### src/verilog/adcs_pkg.sv
// Constants, types and helpers for the conversion sequencer
package adcs_pkg;
   localparam logic [7:0] OFF_CTRL = 8'h00;
   localparam logic [7:0] OFF_RES_HIGH = 8'h04;
   localparam logic [7:0] OFF_RES_LOW = 8'h08;
   localparam logic [7:0] OFF_CLKSEL = 8'h0C;
   localparam logic [7:0] OFF_STATUS = 8'h10;
   localparam int CTRL_ON_BIT = 0;
   localparam int CTRL_GO_BIT = 1;
   localparam int CTRL_CHS_LSB = 2;
   localparam int CHS_W = 5;
   localparam logic [7:0] CTRL_RESET = 8'h00;
   localparam int STAT_FLAG_BIT = 0;
   localparam int STAT_IRQEN_BIT = 1;
   localparam logic [2:0] CLKSEL_RESET = 3'h0;
   localparam int CKS_W = 3;
   localparam logic [2:0] CKS_DIV8 = 3'h1;
   localparam logic [2:0] CKS_DIV16 = 3'h5;
   localparam logic [2:0] CKS_DIV32 = 3'h2;
   localparam logic [2:0] CKS_DIV64 = 3'h6;
   localparam logic [1:0] CKS_RC_LOW = 2'h3;
   localparam int RC_OSC_DIV = 16;
   localparam int RESULT_W = 10;
   localparam int CONV_TADS = 11;
   localparam int ABORT_TADS = 2;
   localparam int INSTR_CLKS = 4;
   localparam logic [4:0] CHS_INT_LAST = 5'h0C;
   localparam logic [4:0] CHS_EXT_FIRST = 5'h10;
   localparam logic [4:0] CHS_EXT_LAST = 5'h17;

   typedef enum logic [1:0] {ST_IDLE, ST_DELAY, ST_CONVERT, ST_HOLDOFF}
      adcs_state_e;

   // Clocks of pclk per bit period for a clock-select code
   function automatic int adcs_div(input logic [2:0] sel);
      if (sel[1:0] == CKS_RC_LOW)
         return RC_OSC_DIV;
      case (sel)
         CKS_DIV16: return 16;
         CKS_DIV32: return 32;
         CKS_DIV64: return 64;
         default: return 8;
      endcase
   endfunction
endpackage

### src/verilog/adcs_tad_gen.sv
// Bit-period tick generator
`timescale 1ns/1ps
module adcs_tad_gen (
   input wire logic pclk,
   input wire logic presetn,
   input wire logic run,
   input wire logic [2:0] clk_sel,
   output logic tad_tick
);
   logic [6:0] cnt;
   logic [6:0] last;

   assign last = 7'(adcs_pkg::adcs_div(clk_sel) - 1);

   // Phase restarts whenever the sequencer stops counting
   always_ff @(posedge pclk or negedge presetn) begin
      if (!presetn) begin
         cnt <= 7'h00;
         tad_tick <= 1'b0;
      end else if (!run) begin
         cnt <= 7'h00;
         tad_tick <= 1'b0;
      end else if (cnt == last) begin
         cnt <= 7'h00;
         tad_tick <= 1'b1;
      end else begin
         cnt <= cnt + 7'h01;
         tad_tick <= 1'b0;
      end
   end
endmodule

### src/verilog/adcs_sar_core.sv
// Successive-approximation bit register
`timescale 1ns/1ps
module adcs_sar_core #(
   parameter int W = 10
) (
   input wire logic pclk,
   input wire logic presetn,
   input wire logic load,
   input wire logic step,
   input wire logic comp,
   output logic [W-1:0] code,
   output logic done
);
   logic [W-1:0] mask;

   always_ff @(posedge pclk or negedge presetn) begin
      if (!presetn) begin
         code <= '0;
         mask <= '0;
         done <= 1'b0;
      end else if (load) begin
         code <= W'(1) << (W - 1);
         mask <= W'(1) << (W - 1);
         done <= 1'b0;
      end else if (step && mask != '0) begin
         // Comparator low means the trial overshot
         code <= (comp ? code : (code & ~mask)) | (mask >> 1);
         mask <= mask >> 1;
         done <= mask[0];
      end else begin
         done <= 1'b0;
      end
   end
endmodule

### src/verilog/adcs_sequencer.sv
// Conversion sequencer top with APB register file
//
// The address map and the APB interface to the registers are this design's own decisions.
`timescale 1ns/1ps
module adcs_sequencer (
   input wire logic pclk,
   input wire logic presetn,
   input wire logic psel,
   input wire logic penable,
   input wire logic pwrite,
   input wire logic [7:0] paddr,
   input wire logic [31:0] pwdata,
   output logic [31:0] prdata,
   output logic pready,
   output logic pslverr,
   input wire logic sleep_req,
   input wire logic comp_in,
   output logic [4:0] channel_select,
   output logic analog_on,
   output logic sample_hold,
   output logic [9:0] dac_code,
   output logic conversion_done,
   output logic wake
);
   logic comp_meta;
   logic comp_sync;
   logic converter_on;
   logic go;
   logic [4:0] chs;
   logic [2:0] clk_sel;
   logic done_flag;
   logic irq_en;
   logic sleep_off;
   logic [9:0] result;
   logic [3:0] tad_cnt;
   logic [2:0] dly_cnt;
   adcs_pkg::adcs_state_e state;
   logic tad_tick;
   logic sar_done;
   logic is_rc;
   logic busy;
   logic wr_acc;
   logic wr_ctrl;
   logic wr_stat;
   logic start_req;
   logic sw_abort;
   logic hard_abort;
   logic complete;
   logic sar_load;
   logic sar_step;

   function automatic logic reg_hit(input logic [7:0] a);
      return a == adcs_pkg::OFF_CTRL || a == adcs_pkg::OFF_RES_HIGH ||
         a == adcs_pkg::OFF_RES_LOW || a == adcs_pkg::OFF_CLKSEL ||
         a == adcs_pkg::OFF_STATUS;
   endfunction

   always_ff @(posedge pclk or negedge presetn) begin
      if (!presetn) begin
         comp_meta <= 1'b0;
         comp_sync <= 1'b0;
      end else begin
         comp_meta <= comp_in;
         comp_sync <= comp_meta;
      end
   end

   assign is_rc = clk_sel[1:0] == adcs_pkg::CKS_RC_LOW;
   assign busy = state == adcs_pkg::ST_DELAY ||
      state == adcs_pkg::ST_CONVERT;
   assign wr_acc = psel && penable && pready && pwrite;
   assign wr_ctrl = wr_acc && paddr == adcs_pkg::OFF_CTRL;
   assign wr_stat = wr_acc && paddr == adcs_pkg::OFF_STATUS;
   // Stored enable is used, so a combined enable+start write is dropped
   assign start_req = wr_ctrl && pwdata[adcs_pkg::CTRL_GO_BIT] &&
      converter_on && !sleep_off &&
      state == adcs_pkg::ST_IDLE;
   assign sw_abort = wr_ctrl && !pwdata[adcs_pkg::CTRL_GO_BIT] &&
      busy;
   // Disable or non-RC sleep kills the conversion with no hold-off
   assign hard_abort = (busy || state == adcs_pkg::ST_HOLDOFF) &&
      ((wr_ctrl && !pwdata[adcs_pkg::CTRL_ON_BIT]) ||
      (sleep_req && !is_rc));
   assign complete = sar_done && state == adcs_pkg::ST_CONVERT;
   assign sar_load = tad_tick && tad_cnt == 4'h0 &&
      state == adcs_pkg::ST_CONVERT;
   assign sar_step = tad_tick && tad_cnt != 4'h0 &&
      state == adcs_pkg::ST_CONVERT;

   adcs_tad_gen u_tad (
      .pclk(pclk),
      .presetn(presetn),
      .run((state == adcs_pkg::ST_CONVERT ||
         state == adcs_pkg::ST_HOLDOFF) && !sw_abort),
      .clk_sel(clk_sel),
      .tad_tick(tad_tick)
   );

   adcs_sar_core #(.W(adcs_pkg::RESULT_W)) u_sar (
      .pclk(pclk),
      .presetn(presetn),
      .load(sar_load),
      .step(sar_step),
      .comp(comp_sync),
      .code(dac_code),
      .done(sar_done)
   );

   always_ff @(posedge pclk or negedge presetn) begin
      if (!presetn) begin
         state <= adcs_pkg::ST_IDLE;
         dly_cnt <= 3'h0;
      end else begin
         case (state)
            adcs_pkg::ST_IDLE: begin
               dly_cnt <= 3'h0;
               if (start_req)
                  state <= is_rc ? adcs_pkg::ST_DELAY
                     : adcs_pkg::ST_CONVERT;
            end
            adcs_pkg::ST_DELAY: begin
               dly_cnt <= dly_cnt + 3'h1;
               if (hard_abort)
                  state <= adcs_pkg::ST_IDLE;
               else if (sw_abort)
                  state <= adcs_pkg::ST_HOLDOFF;
               else if (dly_cnt == 3'(adcs_pkg::INSTR_CLKS - 1))
                  state <= adcs_pkg::ST_CONVERT;
            end
            adcs_pkg::ST_CONVERT: begin
               if (hard_abort)
                  state <= adcs_pkg::ST_IDLE;
               else if (sw_abort)
                  state <= adcs_pkg::ST_HOLDOFF;
               else if (complete)
                  state <= adcs_pkg::ST_IDLE;
            end
            adcs_pkg::ST_HOLDOFF: begin
               if (hard_abort)
                  state <= adcs_pkg::ST_IDLE;
               else if (tad_tick &&
                  tad_cnt == 4'(adcs_pkg::ABORT_TADS - 1))
                  state <= adcs_pkg::ST_IDLE;
            end
            default: state <= adcs_pkg::ST_IDLE;
         endcase
      end
   end

   always_ff @(posedge pclk or negedge presetn) begin
      if (!presetn)
         tad_cnt <= 4'h0;
      else if (sw_abort || busy && state != adcs_pkg::ST_CONVERT ||
         state == adcs_pkg::ST_IDLE)
         tad_cnt <= 4'h0;
      else if (tad_tick)
         tad_cnt <= tad_cnt + 4'h1;
   end

   // Control, clock-select and status interrupt-enable register fields
   always_ff @(posedge pclk or negedge presetn) begin
      if (!presetn) begin
         converter_on <= adcs_pkg::CTRL_RESET[adcs_pkg::CTRL_ON_BIT];
         chs <= adcs_pkg::CTRL_RESET[adcs_pkg::CTRL_CHS_LSB +:
            adcs_pkg::CHS_W];
         clk_sel <= adcs_pkg::CLKSEL_RESET;
         irq_en <= 1'b0;
      end else begin
         if (wr_ctrl) begin
            converter_on <= pwdata[adcs_pkg::CTRL_ON_BIT];
            chs <= pwdata[adcs_pkg::CTRL_CHS_LSB +: adcs_pkg::CHS_W];
         end
         if (wr_acc && paddr == adcs_pkg::OFF_CLKSEL)
            clk_sel <= pwdata[adcs_pkg::CKS_W-1:0];
         if (wr_stat)
            irq_en <= pwdata[adcs_pkg::STAT_IRQEN_BIT];
      end
   end

   always_ff @(posedge pclk or negedge presetn) begin
      if (!presetn)
         go <= 1'b0;
      else if (start_req)
         go <= 1'b1;
      else if (complete || sw_abort || hard_abort ||
         (wr_ctrl && !pwdata[adcs_pkg::CTRL_GO_BIT]))
         go <= 1'b0;
   end

   // Completion beats a same-cycle software clear
   always_ff @(posedge pclk or negedge presetn) begin
      if (!presetn)
         done_flag <= 1'b0;
      else if (complete)
         done_flag <= 1'b1;
      else if (wr_stat && !pwdata[adcs_pkg::STAT_FLAG_BIT])
         done_flag <= 1'b0;
   end

   always_ff @(posedge pclk or negedge presetn) begin
      if (!presetn)
         result <= '0;
      else if (complete)
         result <= dac_code;
   end

   // Enable bit keeps reading one while the module is powered down
   always_ff @(posedge pclk or negedge presetn) begin
      if (!presetn)
         sleep_off <= 1'b0;
      else if (!sleep_req)
         sleep_off <= 1'b0;
      else if (!is_rc || (complete && !irq_en))
         sleep_off <= 1'b1;
   end

   always_ff @(posedge pclk or negedge presetn) begin
      if (!presetn) begin
         wake <= 1'b0;
         analog_on <= 1'b0;
         sample_hold <= 1'b0;
         channel_select <= 5'h00;
         conversion_done <= 1'b0;
      end else begin
         wake <= complete && sleep_req && irq_en;
         analog_on <= converter_on && !sleep_off;
         // Input tracks the channel in idle and the start delay, not while converting or in hold-off
         sample_hold <= converter_on && !sleep_off &&
            (state == adcs_pkg::ST_IDLE ||
            state == adcs_pkg::ST_DELAY);
         channel_select <= chs;
         conversion_done <= done_flag;
      end
   end

   // Zero-wait APB: data is captured in setup, ready in access
   always_ff @(posedge pclk or negedge presetn) begin
      if (!presetn) begin
         pready <= 1'b0;
         pslverr <= 1'b0;
         prdata <= 32'h0000_0000;
      end else begin
         pready <= psel && !penable;
         pslverr <= psel && !penable && !reg_hit(paddr);
         if (psel && !penable) begin
            case (paddr)
               adcs_pkg::OFF_CTRL:
                  prdata <= {25'h0, chs, go, converter_on};
               adcs_pkg::OFF_RES_HIGH:
                  prdata <= {30'h0, result[9:8]};
               adcs_pkg::OFF_RES_LOW:
                  prdata <= {24'h0, result[7:0]};
               adcs_pkg::OFF_CLKSEL:
                  prdata <= {29'h0, clk_sel};
               adcs_pkg::OFF_STATUS:
                  prdata <= {27'h0, state == adcs_pkg::ST_HOLDOFF, busy,
                     sleep_off, irq_en, done_flag};
               default: prdata <= 32'h0000_0000;
            endcase
         end
      end
   end

   // Helper: cycles spent in hold-off
   logic [8:0] hold_clks;
   always_ff @(posedge pclk or negedge presetn) begin
      if (!presetn)
         hold_clks <= 9'h000;
      else if (state == adcs_pkg::ST_HOLDOFF)
         hold_clks <= hold_clks + 9'h001;
      else
         hold_clks <= 9'h000;
   end
endmodule

### config.mk
export PLATFORM = sky130hd
export DESIGN_NAME = adcs_sequencer
export DESIGN_NICKNAME = d
export VERILOG_FILES = /design/src/verilog/adcs_pkg.sv /design/src/verilog/adcs_tad_gen.sv /design/src/verilog/adcs_sar_core.sv /design/src/verilog/adcs_sequencer.sv
export SDC_FILE = /design/constraint.sdc
export NUM_CORES = 1
export LEC_CHECK = 0
export ABC_CLOCK_PERIOD_IN_PS = 4019
export BUFFER_PORTS_ARGS = -buffer_cell sky130_fd_sc_hd__buf_2
export CAP_MARGIN = 30
export CELL_PAD_IN_SITES_DETAIL_PLACEMENT = 0
export CELL_PAD_IN_SITES_GLOBAL_PLACEMENT = 1
export CORE_ASPECT_RATIO = 1.5
export CORE_MARGIN = 3
export CORE_UTILIZATION = 44
export CTS_BUF_LIST = sky130_fd_sc_hd__clkbuf_16
export DETAILED_ROUTE_END_ITERATION = 6
export PLACE_DENSITY_LB_ADDON = 0.08
export SLEW_MARGIN = 40
export SYNTH_ARGS = -nofsm -noshare
export SYNTH_HDL_FRONTEND = slang
export SYNTH_SLANG_ARGS = --single-unit
### constraint.sdc
create_clock -name pclk -period 4.02 [get_ports pclk]
set_input_delay 0.402 -clock pclk [delete_from_list [all_inputs] [get_ports pclk]]
set_output_delay 0.402 -clock pclk [all_outputs]
set_load 0.02 [all_outputs]
* Word level (Yosys, flattened, before mapping)
Index checks and enable logic that the tools add are counted.
Operators by class: bitwise gates (word level) 3, $add $sub $neg 4, muxes and demuxes 36, eq/ne operators 20, reduce and logical (&&, ||, !) cells 66
Operators with widths (number):
- $mux 10 | 5
- $pmux 8 s5 | 1
- $logic_and 1x1->1 | 32
- $mux 7 | 3
- $pmux 7 s3 | 1
- $mux 2 | 10
- $eq 8x4->1 const B | 2
- $logic_or 1x1->1 | 15
- $mux 1 | 11
- $and 10x10->10 | 1
- $not 10->10 | 1
- $or 10x9->10 | 1
- $reduce_bool 10->1 | 1
- $reduce_bool 2->1 | 5
- $eq 8x3->1 const B | 1
- $eq 8x5->1 const B | 1
- $logic_not 1->1 | 8
- $logic_not 8->1 | 1
- $mux 4 | 2
- $ne 4x4->1 const B | 2
- $pmux 2 s4 | 1
- $add 7x1->7 const B | 1
- $eq 7x7->1 | 1
- $sub 7x2->7 const B | 1
- other kinds (16) | 21
Storage, ports and cells: output and inout port bits 53, flip-flop bits (word level) 106, input port bits 47, logic and storage cells 155

* Logic depth before layout (Yosys ltp)
Gate-level depths: netlist of the first run.
depth after elaboration 11, depth in mapped cells 8, depth with buffers taken out 7

* Cells and area by module
Synthesis of the first run repeated with hierarchy kept, for this count alone.
Unflattened totals: cell total of the unflattened synthesis 359, area, all modules 4010.1 um^2
Modules (own cells, without submodules):
- adcs_sequencer | cells an instance 232, times used 1, sequential area each 1326.3 um^2, area an instance 2690.1 um^2
- adcs_sar_core | cells an instance 83, times used 1, sequential area each 525.5 um^2, area an instance 829.5 um^2
- adcs_tad_gen | cells an instance 44, times used 1, sequential area each 200.2 um^2, area an instance 490.5 um^2

* Worst setup path after synthesis of the first run
No wires, ideal clock.
kind input to register, start input port paddr[3], end register state[1], arrival time 2.324 ns, cell stages on the path 7, buffers on the path 2, required time 3.898 ns, path slack 1.574 ns, setup time 0.122 ns, path through buf_2 or4_1 clkbuf_1 or4_4 a22o_1 a22o_1 a32o_1
On the way: cells in the longest elaborated chain, start to end 8, elaborated cells between the ends (all ways) 22, those cells by class eq/ne: 4; mux: 6; reduce/logical: 12
Ends and longest elaborated chain:
- start, declared | line adcs_sequencer.sv:11 | input wire logic [7:0] paddr,
- $logic_not 8->1 (*) | line adcs_sequencer.sv:72 | assign wr_ctrl = wr_acc && paddr == adcs_pkg::OFF_CTRL;
- $logic_and 1x1->1 (*) | line adcs_sequencer.sv:72
- $logic_and 1x1->1 (2 in series) | line adcs_sequencer.sv:75 | assign start_req = wr_ctrl && pwdata[adcs_pkg::CTRL_GO_BIT] &&
- $logic_and 1x1->1 (2 in series) | line adcs_sequencer.sv:76 | converter_on && !sleep_off &&
- $ne 2x2->1 (no line)
- $reduce_and 4->1 (no line)
- end signal, assigned | line adcs_sequencer.sv:111 | state <= adcs_pkg::ST_IDLE;
- end signal, assigned | line adcs_sequencer.sv:118 | state <= is_rc ? adcs_pkg::ST_DELAY
- end signal, assigned | line adcs_sequencer.sv:124 | state <= adcs_pkg::ST_IDLE;
- end, declared | line adcs_sequencer.sv:37 | adcs_pkg::adcs_state_e state;
Every way passes the cells marked *; elsewhere a longest branch is shown, timed or not. A chain may end at the register's enable or synchronous reset.

* Final worst setup path of the first run
start input port paddr[4], end register state[1]
Same word-level chain as after synthesis.

==> summary.txt, run 1 <==
Pwr Total = 0.00203 W
grt met2 use = 28.5%
synthesis-to-finish area growth = 14.3%
CP Class = in -> reg
Worst slew margin = 50.8%
clk sinks = 82
setup bufs post-CTS = 0
syn_area_per_cell = 10.5 sq um
synth unique cells = 49
most used routing layer = met2
first-pass GRT wire length = 13.4 mm
DRC errors left = 0
min Tclk post-route = 2.30 ns
critical path capture point type = flip-flop
via count = 2771
routability cong. = 0.835
Global Route met3 Usage = 3.06%
WP data required = 4.24 ns
worst reg-to-reg setup slack = 1.79 ns
hpwl dp = 6.05 mm
Total GRT Usage = 18.1%
clock-pin transition on the worst setup and hold timing paths = 0.06 ns
RSZ-0062 raised after global routing = no
Tightest Pin Transition = 0.739 ns
power per cell area = 460 mW/mm^2
Final Max Slew Viols = 0
clock tree buffer depth = 2
leak pwr = 2.21 nW
fin nets = 475
largest net degree at the start of global routing = 83
post-route cell area = 0.00441 sq mm
Max rail drop VDD = 0.304 mV
number of synthesis warnings = 0
Final Hold Slack = 0.102 ns
Starting Density = 45.5%
Setup WS pre-CTS = 1.38 ns
Crit path arrival time = 2.52 ns
Hold Path Class = in -> async
H-tree depth = 3
fin crit share = 57.2%
Syn Inst Count = 367
initial DRC count = 160
Final Skew = 0.00527 ns
fraction of registers with async set or reset after synthesis = 100%
drt pass-1 iters = 5
vias in the first global route = 2642
PortBufs = 50
gr ovfl total = 0
Routed wire per std cell = 15.7 um
clk_lat worst skew = 0.33 ns
M1 GR Usage = 23.2%
layout filler cell count = 813
Fmax = 0.435 GHz
Top FF cell, synth = dfrtp_1
Worst R2R End = u_sar.code[4]
Seq cells post-synth = 82
Die Area = 0.00994 sq mm
Horiz. Die Dim = 82.4 um
Worst R2R Start = state[0]
status = complete, no violations
reg2reg path depth = 6
IO Count = 100
Root Buffer = clkbuf_16
Routed WL = 8.31 mm
Setup Viol. Count Final = 0
final hold vios = 0
Setup TNS = 0 ns
Core ar. = 0.00846 sq mm
Seq/Total Area, Yosys = 53.2%
FP Rows = 41
DIE HEIGHT = 121 um
antenna cells = 0
vias per cell = 5.24
CTS tree = built
Post-Syn Area = 0.00385 sq mm
initial antenna violation count = 0
share of layout cells above drive strength 1 = 22.0%
CTS resizes = 0
Post-Place Cell Area = 0.00411 sq mm
hold bufs inserted after CTS = 0
TritonCTS buffer count = 9
Startpoint Class = input pin
ANT nets after route = 0
crit-path max FO = 7
Post-synth EDFFs = 0
worst setup margin = 1.72 ns
Max Cap Viol = 0
-- state kept, by name, summed over array words and instances (netlist names), 2 cells and up --
register and flops:
dly_cnt 3, state 2, channel_select 5, clk_sel 3, tad_cnt 4, u_sar.code 10
u_tad.cnt 7, result 10, u_sar.mask 10, chs 5, prdata 8
-- worst max path at each step --
stage,startpoint,to,slack (ns),depth (start not counted)
6_report,paddr[4],state[1],1.72,6
5_1_grt,state[0],u_sar.code[6],1.60,7
4_1_cts,paddr[4],state[0],1.73,6
3_5_place_dp,paddr[4],state[1],1.38,6
3_3_place_gp,paddr[4],state[1],1.39,6
2_1_floorplan,paddr[3],state[1],1.57,7
-- cell families (layout without fill, tap and decap cells) --
group	count (synthesis)	count (layout)	synth area share (%)
other cells	1	24	0.0973
simple gates	130	130	15.7
compound gates	65	65	11.9
fa+ha+maj	11	11	3.57
flops	82	82	53.2
xor+xnor	9	9	2.04
mux	22	22	6.23
buf+inv	47	79	7.21
-- worst max-delay path, cell delays in order --
cell and delay, ns:
buf_2 0.16, or4_1 0.68, or4_4 0.61, a22o_1 0.26
a22o_1 0.20, a32o_1 0.20
-- power breakdown --
part / internal, W / leakage [nW] / switching [W]
combinational: 0.000124 / 0.956 / 0.000212
sequential: 0.000860 / 1.12 / 0.0000267
clock: 0.000479 / 0.143 / 0.000326
-- area by class of cell --
cell class	count	area, sq um	area share [%]
clock buffers	9	225	5.11
clock inverters	7	68.8	1.56
multi-input cells	261	1610	36.6
flip-flops and latches	82	2050	46.6
inverters	10	37.5	0.852
repair buffers	53	279	6.33
well taps	107	134	3.04
-- through the flow --
step	util [%]	std cells
after floorplan	-	390
after global placement	48.6	513
after detailed placement	48.6	513
after CTS	52.1	529
after global routing	52.1	529
final	52.1	529
-- per-layer routing --
metal	routed length [um]	vias to the layer above	part of all wire [%]
met4	240	0	2.9
met1	3500	1331	42
met2	4170	83	50
met5	0	-	0
li1	-	1339	-
met3	397	18	4.8
-- synth_stat cells (2+ instances only) --
cell type,n,area share [%]
dfrtp_1,82,53
nand2_1,63,6.1
nor2_1,27,2.6
buf_4,24,4.7
mux2_2,16,4.7
o21ai_0,14,1.8
ha_1,11,3.6
a21oi_1,10,1.3
a22o_1,10,2.3
inv_1,10,0.97
clkbuf_1,9,0.88
nand3_1,8,1.0
a22oi_1,6,1.2
mux2i_1,6,1.6
xor2_1,5,1.1
a32o_1,4,1.0
nand4_1,4,0.65
nor2b_1,4,0.65
or4_1,4,0.78
xnor2_1,4,0.91
a21o_1,3,0.58
a311oi_1,3,0.68
and2_1,3,0.49
nor4_1,3,0.49
buf_2,2,0.26
nand2b_1,2,0.32
nor3_1,2,0.26
nor3_2,2,0.52
o21a_1,2,0.39
o221ai_1,2,0.45
o22ai_1,2,0.32
o31ai_1,2,0.39
or3_2,2,0.39
-- placed cells by master, fill, tap and decap left out, types with 2 or more instances in the layout --
master / n
buf_2: 49
o221ai_1: 2
inv_1: 10
clkinv_2: 2
xor2_1: 5
nand4_1: 4
nor4_1: 3
nand2b_1: 2
nor2_1: 27
conb_1: 24
a22oi_1: 6
or3_2: 2
or4_1: 4
a311oi_1: 3
a21oi_1: 10
o21ai_0: 14
o31ai_1: 2
a21o_1: 3
o21a_1: 2
clkbuf_16: 9
and2_1: 3
nor3_2: 2
mux2i_1: 6
nand2_1: 63
nor2b_1: 4
a32o_1: 4
nand3_1: 8
ha_1: 11
xnor2_1: 4
dfrtp_1: 82
o22ai_1: 2
mux2_2: 16
nor3_1: 2
buf_4: 3
a22o_1: 10
No activity file was read; power rests on OpenSTA's default activity.
==> inputs of run 2 (changes only) <==
--- a/config.mk
+++ b/config.mk
@@ -5,14 +5,14 @@
 export SDC_FILE = /design/constraint.sdc
 export NUM_CORES = 1
 export LEC_CHECK = 0
-export ABC_CLOCK_PERIOD_IN_PS = 4019
+export ABC_CLOCK_PERIOD_IN_PS = 2200
 export BUFFER_PORTS_ARGS = -buffer_cell sky130_fd_sc_hd__buf_2
 export CAP_MARGIN = 30
 export CELL_PAD_IN_SITES_DETAIL_PLACEMENT = 0
 export CELL_PAD_IN_SITES_GLOBAL_PLACEMENT = 1
 export CORE_ASPECT_RATIO = 1.5
 export CORE_MARGIN = 3
-export CORE_UTILIZATION = 44
+export CORE_UTILIZATION = 40
 export CTS_BUF_LIST = sky130_fd_sc_hd__clkbuf_16
 export DETAILED_ROUTE_END_ITERATION = 6
 export PLACE_DENSITY_LB_ADDON = 0.08
==> constraint.sdc (replaced) <==
create_clock -name pclk -period 2.2 [get_ports pclk]
set_input_delay 0.22 -clock pclk [delete_from_list [all_inputs] [get_ports pclk]]
set_output_delay 0.22 -clock pclk [all_outputs]
set_load 0.02 [all_outputs]
==> run 2 against run 1 <==
Count of clock-buffer cells in the layout stayed put. Sequential power grew 82%. Flip-flop and latch count stayed put. Routed wire length up 7.2%. Register-to-register slack got worse by 1.7 ns. Sequential share of layout area down 2.1 points. Die area grew 9.4%.
==> summary.txt, run 2 (synthesized netlist as in run 1, its figures left out) <==
leak pwr = 2.34 nW (was 2.21 nW)
area of the multi-input gates = 0.00161 sq mm (unchanged)
clock-pin transition on the worst setup and hold timing paths = 0.06 ns (about the same)
ANT nets after route = 0 (unchanged)
via count = 2872 (was 2771)
CTS resizes = 0 (unchanged)
DRC errors left = 0 (unchanged)
Global Route met3 Usage = 3.66% (was 3.06%)
drt pass-1 iters = 4 (was 5)
hpwl dp = 6.73 mm (was 6.05 mm)
slowest CP cell = or4_4 (was or4_1)
power per cell area = 820 mW/mm^2 (was 460 mW/mm^2)
most used routing layer = met2 (unchanged)
crit-path max FO = 3 (was 7)
layout filler cell count = 908 (was 813)
Setup TNS = 0 ns (unchanged)
sequential cell area = 0.00205 sq mm (unchanged)
Tightest Pin Transition = 0.490 ns (was 0.739 ns)
clk_lat worst skew = 0.34 ns (was 0.33 ns)
vias in the first global route = 2885 (was 2642)
Top Family by Delay on Critical Path = compound AO/OA/AOI/OAI gates (was simple AND/OR/NAND/NOR gates)
Non-Filler Instances = 559 (was 529)
final hold vios = 0 (unchanged)
Starting Density = 41.4% (was 45.5%)
fin nets = 501 (was 475)
Routed wire per std cell = 15.9 um (was 15.7 um)
Post-Place Cell Area = 0.00431 sq mm (was 0.00411 sq mm)
Routed WL = 8.90 mm (was 8.31 mm)
Pwr Total = 0.00379 W (was 0.00203 W)
TritonCTS buffer count = 9 (unchanged)
Largest regs = result: 10 flops, u_sar.code: 10 flops, u_sar.mask: 10 flops (unchanged)
initial antenna violation count = 0 (unchanged)
Final Max Slew Viols = 0 (unchanged)
Critical Path Most Common Cell = a22o_1 (unchanged)
Buf+Inv Stages, Crit Path = 1 (unchanged)
hold path start = pwdata[5]
largest net degree at the start of global routing = 50 (was 83)
IO Count = 100 (unchanged)
Worst slew margin = 67.0% (was 50.8%)
antenna cells = 0 (unchanged)
vias per cell = 5.14 (was 5.24)
most common cell after layout, fill and taps aside = dfrtp_1 (unchanged)
crit path cell chain = inv_1 -> ha_1 -> nand2b_1 -> or4_4 -> a22o_1 -> a22o_1 -> a32o_1 (was buf_2 -> or4_1 -> or4_4 -> a22o_1 -> a22o_1 -> a32o_1)
RSZ-0062 raised after global routing = no (unchanged)
Fmax = 0.478 GHz
Max Cap Viol = 0 (unchanged)
clock tree buffer depth = 2 (unchanged)
Crit path arrival time = 2.32 ns (was 2.52 ns)
DIE HEIGHT = 126 um (was 121 um)
routability cong. = 0.854 (was 0.835)
Max rail drop VDD = 0.424 mV (was 0.304 mV)
first-pass GRT wire length = 14.6 mm (was 13.4 mm)
Final Skew = 0.00718 ns (was 0.00527 ns)
Die Area = 0.0109 sq mm (was 0.00994 sq mm)
min Tclk post-route = 2.09 ns
grt met2 use = 29.0% (was 28.5%)
critical path's largest stage delay = 0.49 ns (was 0.68 ns)
Hold Path Class = in -> reg (was in -> async)
crit path from = state[0] (was paddr[4])
share of layout cells above drive strength 1 = 26.0% (was 22.0%)
Setup Viol. Count Final = 0 (unchanged)
clk sinks = 82 (unchanged)
CTS tree = built (unchanged)
Core ar. = 0.00931 sq mm (was 0.00846 sq mm)
Final Hold Slack = 0.0694 ns (was 0.102 ns)
Worst R2R Start = state[0] (unchanged)
WP data required = 2.43 ns (was 4.24 ns)
status = complete, no violations (unchanged)
H-tree depth = 3 (unchanged)
critical path capture point type = flip-flop (unchanged)
FP Rows = 43 (was 41)
Root Buffer = clkbuf_16 (unchanged)
Startpoint Class = flip-flop (was input pin)
post-route cell area = 0.00462 sq mm (was 0.00441 sq mm)
initial DRC count = 126 (was 160)
CP Class = reg -> reg (was in -> reg)
PortBufs = 50 (unchanged)
Horiz. Die Dim = 86.2 um (was 82.4 um)
commonest cells after routing, fill and taps aside = dfrtp_1, nand2_1, buf_2 (unchanged)
synthesis-to-finish area growth = 19.8% (was 14.3%)
cell count after placement = 542 (was 513)
M1 GR Usage = 21.3% (was 23.2%)
fin crit share = 95.0%
Total GRT Usage = 17.4% (was 18.1%)
gr ovfl total = 0 (unchanged)
[run 2: through the flow]
step | worst slack (ns) | utilization, %
3_5_place_dp | -0.148 | 46.3
2_1_floorplan | -0.0515 | -
3_3_place_gp | -0.128 | 46.3
5_1_grt | 0.0199 | 49.6
6_report | 0.109 | 49.6
4_1_cts | 0.0995 | 49.6
[run 2: tightest hold or removal path: stages]
cell and delay (ns):
buf_2 0.07, nand2_1 0.04, nand2_1 0.04
[run 2: path summary, 6_finish.rpt]
check                               endpoint  slack (ns)  depth (start not counted)
setup / recovery                    state[1]        0.11                          7
hold reg to reg                    comp_sync        0.35                          0
max in group asynchronous         tad_cnt[0]        1.20                          3
hold / removal                        chs[3]        0.07                          3
setup reg to reg                    state[1]        0.11                          7
min in group asynchronous  channel_select[4]        0.38                          2
[run 2: power breakdown]
group	internal [W]	switching [W]	total [W]
sequential	0.00157	0.0000403	0.00161
clock	0.000876	0.000603	0.00148
combinational	0.000292	0.000404	0.000697
[run 2: what timing repair did]
action                    CTS  global route
hold buffers                2             0
hold endpoints to repair   34             0
buffers inserted            0             0
[run 2: cell type report]
type,instances,share of cell area (%)
multi-input combinational,261,34.9
inverter,10,0.813
timing repair buffer,79,10.6
tap,112,3.03
sequential,82,44.4
clock inverter,6,1.41
clock buffer,9,4.88
[run 2: layer usage]
layer	up-vias	routed length [um]
met5	-	0
met4	0	171
met3	10	408
met2	60	4610
met1	1420	3720
li1	1382	-
